[src/hdl/agent_message_defs.vh]
// Constants for the agent message handler: offsets, fields, message types, codes
// Functional notes
// - Each receiving agent holds a unique message address from FF000C00 to FFFFCC00
// - The receiver is picked only by target address bits 14 to 23
// - Target address bits 4 to 8 carry the message priority
// - Sender moves a four-word message to the encoded receiver address in one quad transfer
// - Condition code becomes 010 when accepted and 000 when rejected
// - Sender holds off further instructions until the quad transfer completes
// - Accepted or rejected comes from the acknowledge or non-acknowledge answer
// - First interrupt pin vector of 0 turns that pin into the message request
// - On request read vector bits 0-7; if zero fetch and execute the message
// - Every accepted message runs at once, with no priority comparison
// - Current execution priority is kept visible to the external arbitration logic
// - Servicing handshake lets external logic reject messages until servicing ends
// - Type 92 starts initialisation from the memory image, skipping self test
// - Type 91 puts the device into its stopped state
// - Type 40 interrupts with field 1 vector: serve now if higher, else pend
// - Type 89 invalidates the whole instruction cache
// - Type 93 reinitialises: table from field 3, control block field 4, IP field 5
// - Type 8F loads breakpoints 0 and 1 from fields 3, 4; bit 1 disables
// - Type 80 stores table location at field 3 address, control block at plus 4
// - Type 41 serves the best pending interrupt above current priority, else nothing
// - Each message carries an 8-bit type code naming its action
// - Only the fields a message type needs are examined
// - Interrupt pins are ignored while a message is being handled
// - A quad transfer to FF000010 is an internal message into the own buffer
`ifndef AGENT_MESSAGE_DEFS_VH
`define AGENT_MESSAGE_DEFS_VH

// Register word indices on the bus
`define REG_CTRL 4'h0
`define REG_AGENT_ADDR 4'h1
`define REG_SEND_ADDR 4'h2
`define REG_SEND_W0 4'h3
`define REG_SEND_W1 4'h4
`define REG_SEND_W2 4'h5
`define REG_SEND_W3 4'h6
`define REG_GO 4'h7
`define REG_STATUS 4'h8
`define REG_BP0 4'h9
`define REG_BP1 4'ha
`define REG_SAT 4'hb
`define REG_PROCESSOR_CONTROL_BLOCK 4'hc

// Control register fields
`define CTRL_VEC_LSB 0
`define CTRL_VEC_MSB 7
`define CTRL_PRIO_LSB 8
`define CTRL_PRIO_MSB 12

// Message address decoding
`define ADDR_MIN 32'hff000c00
`define ADDR_MAX 32'hffffcc00
`define ADDR_INTERNAL 32'hff000010
`define ADDR_ID_LSB 14
`define ADDR_ID_MSB 23
`define ADDR_PRIO_LSB 4
`define ADDR_PRIO_MSB 8

// Message word 0 layout, vector priority bits and breakpoint word disable bit
`define MSG_TYPE_LSB 24
`define MSG_TYPE_MSB 31
`define MSG_FIELD1_LSB 16
`define MSG_FIELD1_MSB 23
`define VEC_PRIO_LSB 3
`define VEC_PRIO_MSB 7
`define BP_DISABLE_BIT 1

// Message types
`define MT_INTERRUPT 8'h40
`define MT_TEST_PEND 8'h41
`define MT_STORE_BASE 8'h80
`define MT_SET_BP 8'h8f
`define MT_PURGE 8'h89
`define MT_FREEZE 8'h91
`define MT_CONT_INIT 8'h92
`define MT_REINIT 8'h93

// Condition codes, store address step and reset values
`define CC_ACCEPT 3'h2
`define CC_REJECT 3'h0
`define STORE_STEP 32'h00000004
`define SAT_RESET 32'h00000000
`define PROCESSOR_CONTROL_BLOCK_RESET 32'h00000000

`endif

[src/hdl/agent_message_handler.v]
// Inter-agent message sender and receiver with an Avalon-MM register slave
`timescale 1ns/1ps
`include "agent_message_defs.vh"

module agent_message_handler (
	input wire clock_i, // 100 MHz clock
	input wire rst_n_i, // Async reset, active low
	input wire [3:0] avs_address_i, // Word address
	input wire avs_read_i, // Read request
	input wire avs_write_i, // Write request
	input wire [31:0] avs_writedata_i, // Write data
	output reg [31:0] avs_readdata_o, // Read data
	output reg avs_waitrequest_o, // Stall
	output reg xfer_req_o, // Quad transfer request to bus
	output reg [31:0] xfer_addr_o, // Encoded receiver address
	output reg [127:0] xfer_data_o, // Four message words, word 0 low
	input wire xfer_done_i, // Transfer finished, one cycle
	input wire xfer_ack_i, // Ack with done, low means nack
	input wire first_interrupt_pin_n_i, // Request pin, active low
	output reg fetch_req_o, // Fetch incoming message from bus
	input wire fetch_done_i, // Fetched message valid, one cycle
	input wire [127:0] fetch_data_i, // Fetched message words
	output reg servicing_o, // Handling a message
	output reg [4:0] exec_priority_o, // Current priority to arbiter
	output reg [9:0] agent_id_o, // Own receiver id
	output reg pin_irq_o, // Ordinary interrupt from first pin
	output reg intr_req_o, // Service interrupt now, pulse
	output reg [7:0] intr_vector_o, // Vector served
	output reg cache_purge_o, // Invalidate instruction cache, pulse
	output reg init_start_o, // Start initialisation, pulse
	output reg frozen_o, // Stopped state
	output reg reinit_o, // Reinitialise, pulse
	output reg [31:0] ip_o, // Start instruction pointer
	output reg [31:0] bp0_o, // Breakpoint 0 address
	output reg [31:0] bp1_o, // Breakpoint 1 address
	output reg [1:0] bp_en_o, // Breakpoint enables
	output reg mem_wr_o, // Memory word write, pulse
	output reg [31:0] mem_addr_o, // Write address
	output reg [31:0] mem_data_o // Write data
);

////////////////////////////////////////////////////////////////////////
localparam [2:0] S_IDLE = 3'b001;
localparam [2:0] S_BUS = 3'b010;
localparam [2:0] S_FIN = 3'b100;

localparam [4:0] R_IDLE = 5'b00001;
localparam [4:0] R_FETCH = 5'b00010;
localparam [4:0] R_EXEC = 5'b00100;
localparam [4:0] R_STORE = 5'b01000;
localparam [4:0] R_DONE = 5'b10000;

function in_range;
	input [31:0] a;
	begin
		in_range = (a >= `ADDR_MIN) && (a <= `ADDR_MAX);
	end
endfunction

function [5:0] best_pending;
	input [31:0] p;
	integer i;
	begin
		best_pending = 6'h00;
		for (i = 0; i < 32; i = i + 1) begin
			if (p[i]) begin
				best_pending = {1'b1, i[4:0]};
			end
		end
	end
endfunction

////////////////////////////////////////////////////////////////////////
reg [7:0] pin_vector;
reg [31:0] agent_addr;
reg [31:0] send_addr;
reg [31:0] send_w [0:3];
reg [2:0] cond_code;
reg [2:0] send_state;
reg [4:0] rx_state;
reg [31:0] msg [0:3];
reg [31:0] sat;
reg [31:0] processor_control_block;
reg [31:0] pend;
reg [7:0] pend_vec [0:31];
reg [31:0] rdata;

wire rd_take = avs_read_i & avs_waitrequest_o;
wire wr_take = avs_write_i & ~avs_waitrequest_o;
wire go_wr = avs_write_i & (avs_address_i == `REG_GO);
wire go_start = go_wr & avs_waitrequest_o & (send_state == S_IDLE);
wire send_internal = (send_addr == `ADDR_INTERNAL);
wire int_load = go_start & send_internal & (rx_state == R_IDLE);
wire [7:0] msg_type = msg[0][`MSG_TYPE_MSB:`MSG_TYPE_LSB];
wire [7:0] msg_field1 = msg[0][`MSG_FIELD1_MSB:`MSG_FIELD1_LSB];
wire [4:0] field1_prio = msg_field1[`VEC_PRIO_MSB:`VEC_PRIO_LSB];
wire [5:0] best = best_pending(pend);
wire pin_req = ~first_interrupt_pin_n_i;
wire [9:0] tgt_id = send_addr[`ADDR_ID_MSB:`ADDR_ID_LSB];
wire [4:0] tgt_prio = send_addr[`ADDR_PRIO_MSB:`ADDR_PRIO_LSB];

////////////////////////////////////////////////////////////////////////
// Register read mux
always @* begin
	case (avs_address_i)
	`REG_CTRL: rdata = {19'h0, exec_priority_o, pin_vector};
	`REG_AGENT_ADDR: rdata = agent_addr;
	`REG_SEND_ADDR: rdata = send_addr;
	`REG_SEND_W0: rdata = send_w[0];
	`REG_SEND_W1: rdata = send_w[1];
	`REG_SEND_W2: rdata = send_w[2];
	`REG_SEND_W3: rdata = send_w[3];
	`REG_STATUS: rdata = {11'h0, tgt_prio, tgt_id, servicing_o, frozen_o, send_state != S_IDLE, cond_code};
	`REG_BP0: rdata = bp0_o;
	`REG_BP1: rdata = bp1_o;
	`REG_SAT: rdata = sat;
	`REG_PROCESSOR_CONTROL_BLOCK: rdata = processor_control_block;
	default: rdata = 32'h00000000;
	endcase
end

// One wait cycle per access; the go write stalls until the send is over
always @(posedge clock_i or negedge rst_n_i) begin
	if (!rst_n_i) begin
		avs_waitrequest_o <= 1'b1;
		avs_readdata_o <= 32'h00000000;
	end else if (!avs_waitrequest_o) begin
		avs_waitrequest_o <= 1'b1;
	end else if (rd_take || (avs_write_i && !go_wr)) begin
		avs_waitrequest_o <= 1'b0;
		avs_readdata_o <= rdata;
	end else if (go_wr && send_state == S_FIN) begin
		avs_waitrequest_o <= 1'b0;
	end
end

// Software-written registers
always @(posedge clock_i or negedge rst_n_i) begin
	if (!rst_n_i) begin
		pin_vector <= 8'h00;
		exec_priority_o <= 5'h00;
		agent_addr <= `ADDR_MIN;
		agent_id_o <= 10'h000;
		send_addr <= 32'h00000000;
		send_w[0] <= 32'h00000000;
		send_w[1] <= 32'h00000000;
		send_w[2] <= 32'h00000000;
		send_w[3] <= 32'h00000000;
	end else begin
		agent_id_o <= agent_addr[`ADDR_ID_MSB:`ADDR_ID_LSB];
		if (wr_take) begin
			case (avs_address_i)
			`REG_CTRL: begin
				pin_vector <= avs_writedata_i[`CTRL_VEC_MSB:`CTRL_VEC_LSB];
				exec_priority_o <= avs_writedata_i[`CTRL_PRIO_MSB:`CTRL_PRIO_LSB];
			end
			`REG_AGENT_ADDR: begin
				if (in_range(avs_writedata_i)) begin
					agent_addr <= avs_writedata_i;
				end
			end
			`REG_SEND_ADDR: send_addr <= avs_writedata_i;
			`REG_SEND_W0: send_w[0] <= avs_writedata_i;
			`REG_SEND_W1: send_w[1] <= avs_writedata_i;
			`REG_SEND_W2: send_w[2] <= avs_writedata_i;
			`REG_SEND_W3: send_w[3] <= avs_writedata_i;
			default: begin
			end
			endcase
		end
	end
end

////////////////////////////////////////////////////////////////////////
// Sender
always @(posedge clock_i or negedge rst_n_i) begin
	if (!rst_n_i) begin
		send_state <= S_IDLE;
		cond_code <= `CC_REJECT;
		xfer_req_o <= 1'b0;
		xfer_addr_o <= 32'h00000000;
		xfer_data_o <= 128'h0;
	end else begin
		case (send_state)
		S_IDLE: begin
			if (go_start) begin
				if (send_internal) begin
					cond_code <= int_load ? `CC_ACCEPT : `CC_REJECT;
					send_state <= S_FIN;
				end else if (in_range(send_addr)) begin
					xfer_req_o <= 1'b1;
					xfer_addr_o <= send_addr;
					xfer_data_o <= {send_w[3], send_w[2], send_w[1], send_w[0]};
					send_state <= S_BUS;
				end else begin
					cond_code <= `CC_REJECT;
					send_state <= S_FIN;
				end
			end
		end
		S_BUS: begin
			if (xfer_done_i) begin
				xfer_req_o <= 1'b0;
				cond_code <= xfer_ack_i ? `CC_ACCEPT : `CC_REJECT;
				send_state <= S_FIN;
			end
		end
		S_FIN: begin
			// Held until the stalled go write is released
			if (!avs_waitrequest_o) begin
				send_state <= S_IDLE;
			end
		end
		default: send_state <= S_IDLE;
		endcase
	end
end

////////////////////////////////////////////////////////////////////////
// Receiver and message execution
always @(posedge clock_i or negedge rst_n_i) begin
	if (!rst_n_i) begin
		rx_state <= R_IDLE;
		msg[0] <= 32'h00000000;
		msg[1] <= 32'h00000000;
		msg[2] <= 32'h00000000;
		msg[3] <= 32'h00000000;
		fetch_req_o <= 1'b0;
		servicing_o <= 1'b0;
		pin_irq_o <= 1'b0;
		intr_req_o <= 1'b0;
		intr_vector_o <= 8'h00;
		cache_purge_o <= 1'b0;
		init_start_o <= 1'b0;
		frozen_o <= 1'b0;
		reinit_o <= 1'b0;
		ip_o <= 32'h00000000;
		bp0_o <= 32'h00000000;
		bp1_o <= 32'h00000000;
		bp_en_o <= 2'b00;
		mem_wr_o <= 1'b0;
		mem_addr_o <= 32'h00000000;
		mem_data_o <= 32'h00000000;
		sat <= `SAT_RESET;
		processor_control_block <= `PROCESSOR_CONTROL_BLOCK_RESET;
		pend <= 32'h00000000;
	end else begin
		intr_req_o <= 1'b0;
		cache_purge_o <= 1'b0;
		init_start_o <= 1'b0;
		reinit_o <= 1'b0;
		mem_wr_o <= 1'b0;
		// An internal load starts servicing now, so the pin must stay quiet too
		pin_irq_o <= pin_req && pin_vector != 8'h00 && rx_state == R_IDLE && !int_load;
		case (rx_state)
		R_IDLE: begin
			if (int_load) begin
				msg[0] <= send_w[0];
				msg[1] <= send_w[1];
				msg[2] <= send_w[2];
				msg[3] <= send_w[3];
				servicing_o <= 1'b1;
				rx_state <= R_EXEC;
			end else if (pin_req && pin_vector == 8'h00) begin
				fetch_req_o <= 1'b1;
				servicing_o <= 1'b1;
				rx_state <= R_FETCH;
			end
		end
		R_FETCH: begin
			if (fetch_done_i) begin
				fetch_req_o <= 1'b0;
				msg[0] <= fetch_data_i[31:0];
				msg[1] <= fetch_data_i[63:32];
				msg[2] <= fetch_data_i[95:64];
				msg[3] <= fetch_data_i[127:96];
				rx_state <= R_EXEC;
			end
		end
		R_EXEC: begin
			// No priority check against the message itself
			rx_state <= R_DONE;
			case (msg_type)
			`MT_INTERRUPT: begin
				if (field1_prio > exec_priority_o) begin
					intr_req_o <= 1'b1;
					intr_vector_o <= msg_field1;
				end else begin
					pend[field1_prio] <= 1'b1;
					pend_vec[field1_prio] <= msg_field1;
				end
			end
			`MT_TEST_PEND: begin
				if (best[5] && best[4:0] > exec_priority_o) begin
					intr_req_o <= 1'b1;
					intr_vector_o <= pend_vec[best[4:0]];
					pend[best[4:0]] <= 1'b0;
				end
			end
			`MT_PURGE: cache_purge_o <= 1'b1;
			`MT_SET_BP: begin
				bp_en_o[0] <= ~msg[1][`BP_DISABLE_BIT];
				bp_en_o[1] <= ~msg[2][`BP_DISABLE_BIT];
				if (!msg[1][`BP_DISABLE_BIT]) begin
					bp0_o <= msg[1];
				end
				if (!msg[2][`BP_DISABLE_BIT]) begin
					bp1_o <= msg[2];
				end
			end
			`MT_STORE_BASE: begin
				mem_wr_o <= 1'b1;
				mem_addr_o <= msg[1];
				mem_data_o <= sat;
				rx_state <= R_STORE;
			end
			`MT_FREEZE: frozen_o <= 1'b1;
			`MT_CONT_INIT: begin
				init_start_o <= 1'b1;
				frozen_o <= 1'b0;
			end
			`MT_REINIT: begin
				sat <= msg[1];
				processor_control_block <= msg[2];
				ip_o <= msg[3];
				reinit_o <= 1'b1;
				frozen_o <= 1'b0;
			end
			default: begin
				rx_state <= R_DONE;
			end
			endcase
		end
		R_STORE: begin
			mem_wr_o <= 1'b1;
			mem_addr_o <= mem_addr_o + `STORE_STEP;
			mem_data_o <= processor_control_block;
			rx_state <= R_DONE;
		end
		R_DONE: begin
			servicing_o <= 1'b0;
			rx_state <= R_IDLE;
		end
		default: rx_state <= R_IDLE;
		endcase
	end
end

endmodule

[config.mk]
export PLATFORM = sky130hd
export DESIGN_NAME = agent_message_handler
export DESIGN_NICKNAME = d
export VERILOG_FILES = /design/src/hdl/agent_message_handler.v
export VERILOG_INCLUDE_DIRS = /design/src /design/src/hdl
export SDC_FILE = /design/constraint.sdc
export NUM_CORES = 2
export LEC_CHECK = 0
export ABC_AREA = 1
export BUFFER_PORTS_ARGS = -buffer_cell sky130_fd_sc_hd__buf_2
export CAP_MARGIN = 20
export CORE_MARGIN = 2
export CORE_UTILIZATION = 40
export CTS_BUF_LIST = sky130_fd_sc_hd__clkbuf_8
export DETAILED_ROUTE_END_ITERATION = 8
export PLACE_DENSITY_LB_ADDON = 0.3
export SKIP_CTS_REPAIR_TIMING = 1
export SLEW_MARGIN = 10
export SYNTH_ARGS = -nofsm -noshare
export SYNTH_HDL_FRONTEND = slang
export SYNTH_SLANG_ARGS = --single-unit
[constraint.sdc]
create_clock -name clock_i -period 4.5 [get_ports clock_i]
set_input_delay 0.675 -clock clock_i [delete_from_list [all_inputs] [get_ports clock_i]]
set_output_delay 0.675 -clock clock_i [all_outputs]
set_load 0.02 [all_outputs]
==> flow_summary.json <==
{
  "io_pins": 560,
  "fill_cells": 10760,
  "antenna_found_initial": 27,
  "nets": 5555,
  "min_from": "fetch_data_i[127]",
  "grtUsageTotal_pct": 28.64,
  "startpoint": "pend[2]",
  "path_class": "reg2reg",
  "grt_pass1_wl_mm": 245.1,
  "synth_cell_types": 49,
  "irDropWorstVdd_mv": 0.2802,
  "overflow": 0,
  "finalCriticalPeriod_ns": 4.032,
  "max_freq_mhz": 248.0,
  "critPathTopFamily": "simple AND/OR/NAND/NOR gates",
  "dieArea_um2": 116300,
  "cp_slowest_cell": "dfrtp_1",
  "hold_viol_final": 0,
  "endpoint_kind": "register",
  "yosysSeqAreaShare_pct": 61.17,
  "r2r_start": "pend[2]",
  "multi_input_area_um2": 14530,
  "row_count": 123,
  "clock_latency_ns": 0.89,
  "skew_ns": 0.07003,
  "grt_pass1_vias": 36610,
  "finalWorstSetupSlack_ns": 0.4684,
  "clk_pin_slew_ns": 0.07,
  "grt_max_degree": 179,
  "cp_max_fo": 5,
  "ys_async_sr_fraction_pct": 75.83,
  "port_buffers": 541,
  "routed_wl_mm": 169.6,
  "fp.dieH_um": 341.1,
  "slew_viol_final": 0,
  "area_growth_pct": 18.61,
  "drtAntennaViolNets": 0,
  "netlist_area_um2": 45440,
  "syn_avg_cell_area_um2": 9.440,
  "slowest_delay_ns": 0.39,
  "setup-violations-final": 0,
  "final_common_cell": "nand2_1",
  "min_period_over_period_pct": 89.59,
  "numCtsBuffers": 177,
  "drc": 0,
  "start_util_pct": 40.34,
  "cap_violations": 0,
  "cts-root-buf": "clkbuf_8",
  "core-area_um2": 112700,
  "die_w_um": 341.1,
  "dp_hpwl_mm": 119.7,
  "tritoncts": "yes",
  "first_pass_iters": 6,
  "utilization_pct": 47.85,
  "drtIter0Drc": 4347,
  "status": "completed",
  "startpoint_type": "register",
  "drive_gt1_share_pct": 18.58,
  "clock-sinks": 1059,
  "yosys_warnings": 0,
  "required_ns": 5.25,
  "path_buf_inv": 5,
  "synth_seq_cells": 1059,
  "htreeDepth": 4,
  "path_common_cell": "nand2_1",
  "synth-edff-count": 256,
  "vias": 38500,
  "post-place-ws_ns": 0.4222,
  "ys.flop_type": "dfrtp_1",
  "routabilityCongestion": 0.9257,
  "vias_per_cell": 5.478,
  "syn_inst": 4814,
  "seqCellArea_um2": 27800,
  "power_density_nw_per_um2": 454.7,
  "holdCritPathClass": "in2reg",
  "arrival_ns": 4.78,
  "static-leakage-power_nw": 25.56,
  "timing.slew.headroom_pct": 27.83,
  "post_drt_wl_per_cell_um": 24.13,
  "clock_path_buffers": 3,
  "timing_worst_slew_pin_value_ns": 1.083,
  "final_cell_mix": "nand2_1, dfrtp_1, o21ai_0, inv_1, buf_2"
}
-- report_power, final --
part | switching, mW | leakage, nW | internal (mW)
clock | 4.14 | 2.16 | 4.82
combinational | 2.83 | 10.2 | 0.951
sequential | 0.688 | 13.2 | 11.1
total | 7.66 | 25.6 | 16.8
-- sequential cells by signal, indices dropped and copies added, names as in the netlist, 3 cells and up --
signal,count
agent_addr,32
agent_id_o,10
avs_readdata_o,32
bp0_o,31
bp1_o,31
exec_priority_o,5
field1_prio,5
intr_vector_o,8
ip_o,32
mem_addr_o,32
mem_data_o,32
msg,107
pend,32
pend_vec,256
pin_vector,8
processor_control_block,32
rx_state,5
sat,32
send_addr,32
send_state,3
send_w,128
xfer_addr_o,32
xfer_data_o,128
-- worst min-delay path: cells and delay by family --
kind	cells	cell delay (ns)
AO/OA/AOI/OAI	2	0.15
buffers and inverters	1	0.07
-- worst paths after layout --
kind	slack (ns)	cells after the start	to
worst max-delay path	0.47	47	pend[8]
worst min-delay path	0.05	3	msg[31]
worst max register to register	0.47	47	pend[8]
worst min register to register	0.41	0	agent_id_o[2]
max in group asynchronous	2.41	4	xfer_data_o[29]
min in group asynchronous	0.30	2	bp0_o[0]
-- layout make-up --
cell class              count  area share (%)
repair inverters            1         0.01393
repair buffers            651           6.762
inverters                 599           4.192
diodes                     12         0.05571
clock inverters           103           1.316
clock buffers             221           5.643
multi-input cells        2883           26.96
well taps                1500           3.482
flip-flops and latches   1059           51.58
-- kinds of logic after synthesis --
group	after synthesis	share of synthesized area [%]
buffers and inverters	873	7.354
and+or+nand+nor	1682	15.70
other	1	0.008252
xor gates and xnor gates	16	0.3084
AOI/OAI and AO/OA	1138	14.31
muxes	34	0.8425
DFF	1059	61.17
adders and majority gates	11	0.3029
-- routing by layer --
| layer | global-route usage [%] | up-vias | routed length [um] |
|---|---|---|---|
| li1 | - | 17390 | - |
| met4 | 16.39 | 10 | 10060 |
| met1 | 35.66 | 18820 | 63610 |
| met5 | 0 | - | 68 |
| met3 | 7.208 | 411 | 16090 |
| met2 | 45.48 | 1875 | 79790 |
-- per-stage QoR --
stage / hold slack, ns / cell area [um^2] / TNS, ns / std cells / power [mW]
6_report: 0.04719 / 53900 / 0 / 7029 / 24.51
5_1_grt: 0.02953 / 53890 / -0.02459 / 7026 / 25.50
4_1_cts: -0.3526 / 53700 / 0 / 7011 / 24.57
3_5_place_dp: 0.3950 / 49950 / 0 / 6687 / 15.64
3_3_place_gp: 0.3838 / 49920 / 0 / 6686 / 15.53
2_1_floorplan: 0.3744 / 45450 / 0 / 4815 / 13.72
-- cells in the mapped netlist (all sizes together) (3+ instances only) --
cell,n,area share [%]
a21oi,55,0.61
o22ai,88,1.2
inv,592,4.9
nand3,228,2.5
nand4,119,1.6
nor4,19,0.26
o21ai,744,8.2
clkinv,7,0.058
xor2,16,0.31
mux2,34,0.84
o21a,3,0.050
edfxtp,256,17
buf,44,0.50
o211ai,116,1.9
dfrtp,790,44
a41oi,4,0.077
a221oi,64,1.2
clkbuf,230,1.9
dfstp,13,0.75
a31oi,36,0.50
nand3b,23,0.38
ha,11,0.30
o221ai,16,0.31
nand2,1047,8.7
nor2,208,1.7
nor3,34,0.41
Note: power is estimated with default switching activity, not from simulation.
